`config.mk`:
```
export PLATFORM = sky130hd
export DESIGN_NAME = spmh_handler
export DESIGN_NICKNAME = d
export VERILOG_FILES = /design/src/spmh_pkg.sv /design/src/spmh_level_counter.sv /design/src/spmh_handler.sv
export SDC_FILE = /design/constraint.sdc
export NUM_CORES = 1
export LEC_CHECK = 0
export ABC_AREA = 1
export BUFFER_PORTS_ARGS = -buffer_cell sky130_fd_sc_hd__buf_4
export CAP_MARGIN = 10
export CORE_AREA = 2 2 173 141
export CTS_CLUSTER_SIZE = 10
export DETAILED_ROUTE_END_ITERATION = 6
export DIE_AREA = 0 0 175 143
export PLACE_DENSITY = 0.56
export REMOVE_ABC_BUFFERS = 1
export SETUP_SLACK_MARGIN = 0.15
export SYNTH_ARGS = -nofsm -noshare
export SYNTH_HDL_FRONTEND = slang
export SYNTH_HIERARCHICAL = 1
export SYNTH_SLANG_ARGS = --single-unit
```
`constraint.sdc`:
```
create_clock -name clk_in -period 2.5 [get_ports clk_in]
set_input_delay 0.125 -clock clk_in [delete_from_list [all_inputs] [get_ports clk_in]]
set_output_delay 0.125 -clock clk_in [all_outputs]
set_load 0.1 [all_outputs]
```
`src/spmh_pkg.sv`:
```
// Package for the phase-mismatch handler: states, cause codes, widths and offsets.
// Assumes a single 50 MHz clock domain and a synchronous active-high reset.
package spmh_pkg;

  localparam int unsigned ADDR_W = 32;
  localparam int unsigned COUNT_W = 24;
  localparam logic [31:0] PREFETCH_OFFSET = 32'h0000_0008;
  localparam logic [ADDR_W-1:0] RESET_ADDR = 32'h0000_0000;
  localparam logic [COUNT_W-1:0] RESET_COUNT = 24'h00_0000;
  localparam int unsigned BUF_DEPTH = 16;

  typedef enum logic [5:0]
  {
    SPMH_IDLE = 6'h01,
    SPMH_FETCH = 6'h02,
    SPMH_MOVE = 6'h04,
    SPMH_DRAIN = 6'h08,
    SPMH_HALT = 6'h10,
    SPMH_TEST = 6'h20
  } spmh_state_e;

  typedef enum logic [1:0]
  {
    SPMH_CAUSE_NONE = 2'h0,
    SPMH_CAUSE_DATA_IN = 2'h1,
    SPMH_CAUSE_DATA_OUT = 2'h2
  } spmh_cause_e;

  typedef enum logic [2:0]
  {
    SPMH_OP_MOVE_IN = 3'h0,
    SPMH_OP_MOVE_OUT = 3'h1,
    SPMH_OP_CALL_NONDATA = 3'h2,
    SPMH_OP_COMPLETE = 3'h3,
    SPMH_OP_STOP = 3'h4
  } spmh_op_e;

endpackage

```
`src/spmh_level_counter.sv`:
```
// Byte level counter of the chip's data buffer between the link and the DMA core.
// Ignores a push when full and a pop when empty, so the level stays between zero and DEPTH.
module spmh_level_counter #(
  parameter int unsigned DEPTH = spmh_pkg::BUF_DEPTH
)
(
  input wire logic clk_in,
  input wire logic rst_in,
  input wire logic push_in,
  input wire logic pop_in,
  output logic [$clog2(DEPTH+1)-1:0] level_out,
  output logic empty_out,
  output logic full_out
);

  localparam int unsigned LW = $clog2(DEPTH + 1);

  initial
  begin
    if (DEPTH < 1)
    begin
      $error("DEPTH must be at least one");
    end
  end

  logic [LW-1:0] level_reg;
  logic [LW-1:0] level_next;

  always_comb
  begin
    level_next = level_reg;
    if (push_in && !pop_in && !full_out)
    begin
      level_next = level_reg + LW'(1);
    end
    else if (pop_in && !push_in && !empty_out)
    begin
      level_next = level_reg - LW'(1);
    end
  end

  always_ff @(posedge clk_in)
  begin
    if (rst_in)
    begin
      level_reg <= '0;
    end
    else
    begin
      level_reg <= level_next;
    end
  end

  assign level_out = level_reg;
  assign empty_out = (level_reg == '0);
  assign full_out = (level_reg == LW'(DEPTH));

endmodule // spmh_level_counter

```
`src/spmh_handler.sv`:
```
// Phase-mismatch handling of the instruction sequencer for block moves on the bus.
// Assumes instructions arrive on a fetch handshake and bytes move on one-cycle strobes.
// Functional notes
// - An unexpected phase change while a move has bytes left halts execution and interrupts the host.
// - On data-in the held bytes are flushed to memory first, and only then does the block halt and interrupt.
// - On data-out the block halts after the change and interrupts, leaving fetched bytes in its buffer.
// - The instruction pointer reads as the executing instruction's address plus eight.
// - Back-to-back moves without a phase test start at once, and a change then is a normal mismatch.
// - A move finished just before the phase change leaves nothing buffered, so a non-data call goes on without interrupt.
// - A non-halting completion signal tells the host an I/O is done without stopping execution.
module spmh_handler #(
  parameter int unsigned DEPTH = spmh_pkg::BUF_DEPTH
)
(
  input wire logic clk_in,
  input wire logic rst_in,
  input wire logic start_in,
  input wire logic [spmh_pkg::ADDR_W-1:0] start_addr_in,
  input wire logic resume_in,
  output logic fetch_req_out,
  output logic [spmh_pkg::ADDR_W-1:0] fetch_addr_out,
  input wire logic fetch_valid_in,
  input wire logic [2:0] fetch_op_in,
  input wire logic [spmh_pkg::COUNT_W-1:0] fetch_count_in,
  input wire logic [spmh_pkg::ADDR_W-1:0] fetch_mem_addr_in,
  input wire logic phase_is_data_in,
  input wire logic phase_changed_in,
  input wire logic link_byte_in,
  input wire logic dma_byte_in,
  output logic link_req_out,
  output logic dma_req_out,
  output logic [spmh_pkg::ADDR_W-1:0] instr_ptr_out,
  output logic [spmh_pkg::COUNT_W-1:0] byte_count_out,
  output logic [spmh_pkg::ADDR_W-1:0] mem_addr_out,
  output logic [$clog2(DEPTH+1)-1:0] buffered_out,
  output logic [1:0] halt_cause_out,
  output logic halted_out,
  output logic irq_out,
  output logic done_pulse_out
);

  localparam int unsigned LW = $clog2(DEPTH + 1);

  initial
  begin
    if (DEPTH < 2)
    begin
      $error("DEPTH must be at least two");
    end
  end

  spmh_pkg::spmh_state_e state_reg;
  spmh_pkg::spmh_state_e state_next;
  logic [spmh_pkg::ADDR_W-1:0] cur_reg;
  logic [spmh_pkg::ADDR_W-1:0] cur_next;
  logic [spmh_pkg::COUNT_W-1:0] count_reg;
  logic [spmh_pkg::COUNT_W-1:0] count_next;
  logic [spmh_pkg::ADDR_W-1:0] addr_reg;
  logic [spmh_pkg::ADDR_W-1:0] addr_next;
  logic dir_in_reg;
  logic dir_in_next;
  logic [1:0] cause_reg;
  logic [1:0] cause_next;
  logic irq_reg;
  logic irq_next;
  logic done_reg;
  logic done_next;
  logic push;
  logic pop;
  logic buf_empty;
  logic buf_full;
  logic [LW-1:0] level;
  logic bytes_left;

  // Data-in fills from the link and drains to memory; data-out fills from memory and drains to the link.
  assign push = dir_in_reg ? link_byte_in : dma_byte_in;
  assign pop = dir_in_reg ? dma_byte_in : link_byte_in;
  // A data-out move still owes the bus every byte it holds, even once memory has delivered all of them.
  assign bytes_left = (count_reg != '0) || (!dir_in_reg && !buf_empty);

  spmh_level_counter #(
    .DEPTH(DEPTH)
  ) u_level (
    .clk_in(clk_in),
    .rst_in(rst_in),
    .push_in(push),
    .pop_in(pop),
    .level_out(level),
    .empty_out(buf_empty),
    .full_out(buf_full)
  );

  always_comb
  begin
    state_next = state_reg;
    cur_next = cur_reg;
    count_next = count_reg;
    addr_next = addr_reg;
    dir_in_next = dir_in_reg;
    cause_next = cause_reg;
    irq_next = irq_reg;
    done_next = 1'b0;
    // Memory-side bytes are counted in every state, so a late byte after a halt stays accounted for.
    // On data-out the byte counter follows memory, so counter plus buffered bytes is what the bus still owes.
    if (dma_byte_in && (dir_in_reg ? !buf_empty : !buf_full))
    begin
      addr_next = addr_reg + spmh_pkg::ADDR_W'(1);
      if (!dir_in_reg && count_reg != '0)
      begin
        count_next = count_reg - spmh_pkg::COUNT_W'(1);
      end
    end
    unique case (state_reg)
      spmh_pkg::SPMH_IDLE:
      begin
        if (start_in)
        begin
          cur_next = start_addr_in;
          cause_next = spmh_pkg::SPMH_CAUSE_NONE;
          state_next = spmh_pkg::SPMH_FETCH;
        end
      end
      spmh_pkg::SPMH_FETCH:
      begin
        if (fetch_valid_in)
        begin
          unique case (fetch_op_in)
            spmh_pkg::SPMH_OP_MOVE_IN, spmh_pkg::SPMH_OP_MOVE_OUT:
            begin
              count_next = fetch_count_in;
              addr_next = fetch_mem_addr_in;
              dir_in_next = (fetch_op_in == spmh_pkg::SPMH_OP_MOVE_IN);
              state_next = spmh_pkg::SPMH_MOVE;
            end
            spmh_pkg::SPMH_OP_CALL_NONDATA:
            begin
              state_next = spmh_pkg::SPMH_TEST;
            end
            spmh_pkg::SPMH_OP_COMPLETE:
            begin
              done_next = 1'b1;
              cur_next = cur_reg + spmh_pkg::PREFETCH_OFFSET;
            end
            default:
            begin
              state_next = spmh_pkg::SPMH_IDLE;
            end
          endcase
        end
      end
      spmh_pkg::SPMH_MOVE:
      begin
        if (dir_in_reg && link_byte_in && count_reg != '0)
        begin
          count_next = count_reg - spmh_pkg::COUNT_W'(1);
        end
        if (phase_changed_in && bytes_left)
        begin
          if (dir_in_reg)
          begin
            cause_next = spmh_pkg::SPMH_CAUSE_DATA_IN;
            state_next = spmh_pkg::SPMH_DRAIN;
          end
          else
          begin
            cause_next = spmh_pkg::SPMH_CAUSE_DATA_OUT;
            irq_next = 1'b1;
            state_next = spmh_pkg::SPMH_HALT;
          end
        end
        else if (count_reg == '0 && buf_empty)
        begin
          // A finished move waits until its buffer is empty so nothing stays buffered.
          cur_next = cur_reg + spmh_pkg::PREFETCH_OFFSET;
          state_next = spmh_pkg::SPMH_FETCH;
        end
      end
      spmh_pkg::SPMH_DRAIN:
      begin
        if (buf_empty)
        begin
          irq_next = 1'b1;
          state_next = spmh_pkg::SPMH_HALT;
        end
      end
      spmh_pkg::SPMH_HALT:
      begin
        if (resume_in)
        begin
          irq_next = 1'b0;
          cause_next = spmh_pkg::SPMH_CAUSE_NONE;
          state_next = spmh_pkg::SPMH_IDLE;
        end
      end
      spmh_pkg::SPMH_TEST:
      begin
        // A non-data call goes on without any host interrupt.
        cur_next = cur_reg + spmh_pkg::PREFETCH_OFFSET;
        state_next = spmh_pkg::SPMH_FETCH;
      end
      default:
      begin
        state_next = spmh_pkg::SPMH_IDLE;
      end
    endcase
  end

  always_ff @(posedge clk_in)
  begin
    if (rst_in)
    begin
      state_reg <= spmh_pkg::SPMH_IDLE;
      cur_reg <= spmh_pkg::RESET_ADDR;
      count_reg <= spmh_pkg::RESET_COUNT;
      addr_reg <= spmh_pkg::RESET_ADDR;
      dir_in_reg <= 1'b0;
      cause_reg <= spmh_pkg::SPMH_CAUSE_NONE;
      irq_reg <= 1'b0;
      done_reg <= 1'b0;
    end
    else
    begin
      state_reg <= state_next;
      cur_reg <= cur_next;
      count_reg <= count_next;
      addr_reg <= addr_next;
      dir_in_reg <= dir_in_next;
      cause_reg <= cause_next;
      irq_reg <= irq_next;
      done_reg <= done_next;
    end
  end

  assign fetch_req_out = (state_reg == spmh_pkg::SPMH_FETCH);
  assign fetch_addr_out = cur_reg;
  assign instr_ptr_out = cur_reg + spmh_pkg::PREFETCH_OFFSET;
  assign byte_count_out = count_reg;
  assign mem_addr_out = addr_reg;
  assign buffered_out = level;
  assign halt_cause_out = cause_reg;
  assign halted_out = (state_reg == spmh_pkg::SPMH_HALT);
  assign irq_out = irq_reg;
  assign done_pulse_out = done_reg;
  assign link_req_out = (state_reg == spmh_pkg::SPMH_MOVE) && !phase_changed_in
                        && (dir_in_reg ? (count_reg != '0 && !buf_full) : !buf_empty);
  // Data-out fetches stop at the move's own count so no byte of the next move is fetched early.
  assign dma_req_out = dir_in_reg
                       ? (((state_reg == spmh_pkg::SPMH_MOVE) || (state_reg == spmh_pkg::SPMH_DRAIN)) && !buf_empty)
                       : ((state_reg == spmh_pkg::SPMH_MOVE) && !buf_full && count_reg != '0);

endmodule // spmh_handler

```
Yosys cells after proc, flatten, opt, wreduce, memory -nomap -nowiden
Index checks and enable logic that the tools add are counted.
- bitwise logic cells: 2
- equality and inequality tests: 21
- muxes and demuxes: 43
- reduce and logical (&&, ||, !) cells: 40
- add/subtract/negate cells: 5
- operator list (cell ; count):
    2-to-1 mux 32 bit ; 9
    one-hot mux 32 bit (4 select lines) ; 1
    2-to-1 mux 24 bit ; 5
    one-hot mux 24 bit (2 select lines) ; 1
    2-to-1 mux 6 bit ; 6
    one-hot mux 6 bit (6 select lines) ; 1
    adder 32 x 1 -> 32 bit (second input constant) ; 1
    adder 32 x 4 -> 32 bit (second input constant) ; 1
    logical NOT 24 bit ; 1
    nonzero test 24 bit ; 1
    subtractor 24 x 1 -> 24 bit (second input constant) ; 1
    one-hot mux 6 bit (3 select lines) ; 1
    logical AND 1 bit ; 17
    != test 2 bit (second input constant) ; 8
    2-to-1 mux 5 bit ; 3
    AND reduction 6 bit ; 2
    2-to-1 mux 1 bit ; 10
    2-to-1 mux 2 bit ; 4
    == test 3 x 2 -> 1 bit (second input constant) ; 2
    == test 6 x 1 -> 1 bit (second input constant) ; 1
    == test 6 x 2 -> 1 bit (second input constant) ; 1
    == test 6 x 3 -> 1 bit (second input constant) ; 1
    == test 6 x 4 -> 1 bit (second input constant) ; 1
    == test 6 x 5 -> 1 bit (second input constant) ; 1
    22 further kinds ; 31
- bits of input ports: 100
- output and inout bits: 133
- register bits after elaboration: 104
- logic and storage cells: 120

Logic depth before layout (Yosys ltp)
- depth after elaboration: 8
- gate-level depth with buffers: 16

Modules after synthesis
Netlist, hierarchy kept.
- modules (own cells, without submodules) (module ; area an instance (µm²) ; cells an instance ; sequential area each (µm²) ; times used):
    spmh_handler ; 7624.8 ; 1330 ; 1981.9 ; 1
    spmh_level_counter ; 399.1 ; 57 ; 100.1 ; 1

Worst setup path before layout
OpenSTA, ideal clock, no wires.
- path type: flip-flop to output port
- from: register count_reg (netlist bit byte_count_out[0])
- to: output link_req_out
- path buffers: 1
- stages on the path, launching flop included: 11
- arrival time: 4978 ps
- path slack: -2603 ps
- data required time: 2375 ps
- path through: dfxtp_1 -> inv_1 -> ha_1 -> inv_1 -> nor2_1 -> nand2_1 -> nor2_1 -> nand3_4 -> clkbuf_1 -> nor2_1 -> nor4_1
- longest elaborated chain between the ends: 4
- ends and longest elaborated chain (item ; line ; RTL):
    start, declared ; spmh_handler.sv:56 ; logic [spmh_pkg::COUNT_W-1:0] count_reg;
    start signal, assigned ; spmh_handler.sv:214 ; count_reg <= spmh_pkg::RESET_COUNT;
    start signal, assigned ; spmh_handler.sv:225 ; count_reg <= count_next;
    nonzero test 24 bit ; spmh_handler.sv:245 ; && (dir_in_reg ? (count_reg != '0 && !buf_full) : !buf_empty);
    logical AND 1 bit ; spmh_handler.sv:245 ;
    2-to-1 mux 1 bit ; spmh_handler.sv:245 ;
    logical AND 1 bit ; spmh_handler.sv:245 ;
    end, declared ; spmh_handler.sv:30 ; output logic link_req_out,
Every way passes these cells.

Final worst setup path
- from: register cur_reg (netlist bit fetch_addr_out[13])
- to: output instr_ptr_out[14] in the netlist's numbering
- longest elaborated chain between the ends: 1
- ends and longest elaborated chain (item ; line ; RTL):
    start, declared ; spmh_handler.sv:54 ; logic [spmh_pkg::ADDR_W-1:0] cur_reg;
    start signal, assigned ; spmh_handler.sv:213 ; cur_reg <= spmh_pkg::RESET_ADDR;
    start signal, assigned ; spmh_handler.sv:224 ; cur_reg <= cur_next;
    adder 32 x 4 -> 32 bit ; spmh_handler.sv:236 ; assign instr_ptr_out = cur_reg + spmh_pkg::PREFETCH_OFFSET;
    end, declared ; spmh_handler.sv:32 ; output logic [spmh_pkg::ADDR_W-1:0] instr_ptr_out,
Every way passes these cells.

==> impl.org <==
** Finish
- Layout cell share with drive strength beyond 1 :: 22.2%
- The library cells used most frequently in the layout, excluding fill and tap cells, are sky130_fd_sc_hd__nand2_1 (429), sky130_fd_sc_hd__buf_4 (254), sky130_fd_sc_hd__inv_1 (179).
- Area growth, synth to finish :: 34.0%
- The net count of the finished layout is 1738.
- Area of all placed cells without fillers :: around 11000 um^2
- Commonest non-fill, non-tap cell in the layout :: sky130_fd_sc_hd__nand2_1
- Post-route insts no fill :: slightly below 2000

** Worst setup path
- RR Startpoint :: byte_count_out[7]$_SDFF_PP0_
- Setup crit start kind :: register
- Critical Setup Path Class :: reg2out
- Endpoint of the worst-slack reg-to-reg timing path :: fetch_addr_out[11]$_SDFFE_PP0P_
- R2R setup slack :: 340 ps
- For the worst setup path, the data required time is around 2400 ps.
- STA classifies the critical path endpoint as an output pin.
- Of all nets on the critical path, the largest fanout is 5.
- For the worst flop-to-flop path, the logic depth is 9.
- Data arrival, critical path :: 2080 ps

** Place
- After detailed placement, the total cell area comes to 10100 um^2.
- Detailed Place HPWL :: 22300 um
- GPL Wtd Cong :: 0.908
- Port buffer count :: 231
- Instance count after placement with tap cells included :: 1913

** Yosys
- Share of synthesized area occupied by flip-flops and latches :: 25.9%
- Total of flip-flops plus latches after synthesis :: 104
- Cell type with the largest total area after synthesis :: sky130_fd_sc_hd__dfxtp_1
- Synth top area share :: roughly 26%
- Of all flip-flops after synthesis, the portion carrying an async set or reset was 0%.
- For this run, the leading register cell type out of synthesis is sky130_fd_sc_hd__dfxtp_1.
- EDFF count, synth :: 0
- In the synthesized netlist, the number of instances is about 1400.
- Average instance area after synthesis :: 5.79 um^2
- Summing every instance area after synthesis gives approximately 8000 um^2.
- Sorting the synthesized cells by area gives the leading types as sky130_fd_sc_hd__dfxtp_1 (26%), sky130_fd_sc_hd__nand2_1 (20%), sky130_fd_sc_hd__nor2_1 (8.7%), sky130_fd_sc_hd__inv_1 (8.5%), sky130_fd_sc_hd__nand3_1 (6.2%).
- Number of distinct library cells after synthesis :: between 40 and 50
- The Yosys step of the flow raised 6 warnings.

** Timing
- Relative max-transition margin :: around three fifths
- The total count of max-transition violations in the final report came to 0.
- Tightest Pin Transition :: 572 ps
- F_max :: between 0.4 and 0.5 GHz
- Final-report setup violation count :: 0
- The number of hold-slack violations in the final timing report was 0.
- Final Critical Period :: 2210 ps
- Worst Skew :: 9.34 ps
- Final cycle utilization of the critical path :: 88.3%
- TNS Setup :: 0 ps
- RSZ-0062 raised after global routing :: false

** Clock tree
- Cell chosen for the clock root :: sky130_fd_sc_hd__clkbuf_16
- TritonCTS built the clock tree.
- Worst-skew pair later-pin latency :: ~360 ps
- Max H-tree Level :: 3
- Number of buffers created by CTS :: 9
- Sinks on the clock net :: approximately 100
- Clock-pin slew was measured on the worst setup and hold paths at 80 ps.
- The longest clock path from root to sink contains 2 buffers.

** Die
- The initialized floorplan defines 50 standard-cell rows.
- Width of the die :: between 150 and 200 um
- The die is 143 um tall.
- For this configuration, the core starts out at a cell density of roughly 35%.
- The core region is 23200 um^2.
- # IOs :: 233
- The die covers 25000 um^2.

** Detailed routing
- # DRC :: 0
- Average wire per cell in the routed design :: 14.9 um
- DRT Wirelength :: 29100 um
- Vias per Instance :: 4.83
- The first detailed-routing pass ran for 5 iterations.
- Detailed routing inserted a total of 9410 vias.
- In this run the remaining antenna-violating nets after routing total 0.
- Starting DRC count in detailed routing :: just under 700

** Run
- Number of maximum-capacitance violations :: 0

** Power
- Portion of total power attributed to the clock network :: 11.6%
- Sequential share of power :: 20.4%
- Internal power component :: 4690 uW
- After layout, the design draws a total of 12300 uW.
- IR analysis of the VDD net gives a maximum drop of 0.897 mV.
- In this run the static leakage power is about 0.0054 uW.
- Power spread over the standard cell area amounts to 1140 nW/um^2.
- In this run the power spent charging and discharging nets is 7560 uW.
- In this run, the combinational gates consume 68.0% of the power.
- Sw frac :: approximately three fifths

** Global route
- For this run the aggregate overflow at the end of global routing stands at 0.
- Antenna violations before repair :: 2
- In the global route stage, overall resource usage came out at 22.7%.
- Via count of the first global-routing pass :: 8659
- Maximum number of pins on one net before global-route repair :: 57
- First-pass GRT wire length :: 45200 um

** Min path
- The startpoint identified for the worst hold timing path is fetch_count_in[12].
- End point of the most critical hold path :: byte_count_out[12]$_SDFF_PP0_
- Cells on Worst Hold Path :: 3
- The path class of the tightest hold or removal check is in2reg.

** Outcome
- Run status :: finished clean
-- through the flow --
step | hold slack (ps) | util (%) | setup WS [ps]
2_1_floorplan | 187 | - | -2360
3_3_place_gp | 315 | 43.6 | 268
3_5_place_dp | 314 | 43.6 | 211
4_1_cts | 10.3 | 45.3 | 134
5_1_grt | 26.3 | 46.3 | 149
6_report | 25.7 | 46.3 | 292
-- critical path: stages (launching register included) --
cell and delay, ps:
sky130_fd_sc_hd__dfxtp_1 500, sky130_fd_sc_hd__nand2_1 110, sky130_fd_sc_hd__nor2_1 130, sky130_fd_sc_hd__nand2_1 80, sky130_fd_sc_hd__nor2_1 230, sky130_fd_sc_hd__xor2_1 310
sky130_fd_sc_hd__buf_4 350
-- cell usage after synthesis (4+ instances only) --
cell,count
sky130_fd_sc_hd__a21oi_1,70
sky130_fd_sc_hd__buf_2,14
sky130_fd_sc_hd__buf_4,7
sky130_fd_sc_hd__buf_6,5
sky130_fd_sc_hd__clkbuf_1,14
sky130_fd_sc_hd__dfxtp_1,104
sky130_fd_sc_hd__ha_1,7
sky130_fd_sc_hd__inv_1,182
sky130_fd_sc_hd__inv_2,7
sky130_fd_sc_hd__nand2_1,432
sky130_fd_sc_hd__nand2_2,5
sky130_fd_sc_hd__nand3_1,99
sky130_fd_sc_hd__nand3_2,4
sky130_fd_sc_hd__nand3b_1,10
sky130_fd_sc_hd__nand4_1,17
sky130_fd_sc_hd__nor2_1,185
sky130_fd_sc_hd__nor2_2,17
sky130_fd_sc_hd__nor3_1,35
sky130_fd_sc_hd__nor4_1,4
sky130_fd_sc_hd__o211ai_1,6
sky130_fd_sc_hd__o21ai_0,40
sky130_fd_sc_hd__o21ai_1,35
sky130_fd_sc_hd__o21bai_1,7
sky130_fd_sc_hd__xnor2_1,8
sky130_fd_sc_hd__xor2_1,38
-- cells by family after synthesis --
family	share of synthesized area (%)
AO/OA/AOI/OAI	11.9
XOR/XNOR	5.02
adder cells (fa/ha/maj)	1.34
buffers and inverters	12.0
flip-flops	25.9
multiplexers	0.125
AND/OR/NAND/NOR	43.7
-- final cells by class --
cell class | instances | area, um^2
Fill cell | 2530 | 12500
Multi-Input combinational cell | 1050 | 5090
Timing Repair Buffer | 273 | 2160
Sequential cell | 104 | 2090
Inverter | 192 | 733
Tap cell | 312 | 390
Clock buffer | 9 | 225
Clock inverter | 6 | 55.1
Antenna cell | 1 | 2.50
-- power groups by stage --
stage          registers [uW]  clock network (uW)  logic, uW
2_1_floorplan            4780                   0       3890
3_3_place_gp             2520                   0       8000
3_5_place_dp             2530                   0       8050
4_1_cts                  2490                1470       8110
5_1_grt                  2570                1530       8900
6_report                 2500                1420       8330
-- routing by layer --
metal | global-route usage [%] | wire, um
met3 | 5.03 | 2200
met2 | 37.0 | 13100
met4 | 3.95 | 198
met5 | 0 | 10
met1 | 31.1 | 13600
-- worst max-delay path by stage --
stage,from,endpoint,slack (ps),cells past startpoint
2_1_floorplan,byte_count_out[0]$_SDFF_PP0_,link_req_out,-2360,9
3_3_place_gp,u_level/level_out[0]$_SDFFE_PP0P_,mem_addr_out[16]$_SDFF_PP0_,270,15
3_5_place_dp,u_level/level_out[0]$_SDFFE_PP0P_,mem_addr_out[17]$_SDFF_PP0_,210,13
4_1_cts,fetch_addr_out[3]$_SDFFE_PP0P_,instr_ptr_out[19],130,7
5_1_grt,fetch_addr_out[4]$_SDFFE_PP0P_,instr_ptr_out[21],150,9
6_report,fetch_addr_out[13]$_SDFFE_PP0P_,instr_ptr_out[14],290,6
-- what timing repair did --
item                                   4_1_cts  5_1_grt
setup endpoints to repair                   10       79
cloned                                       0        1
endpoints found under the hold margin        6        0
gates resized for setup                     13       44
hold buffers                                 6        0
setup buffers                                0       11
pin swaps                                    0        5
No activity file was read; power rests on OpenSTA's default activity.
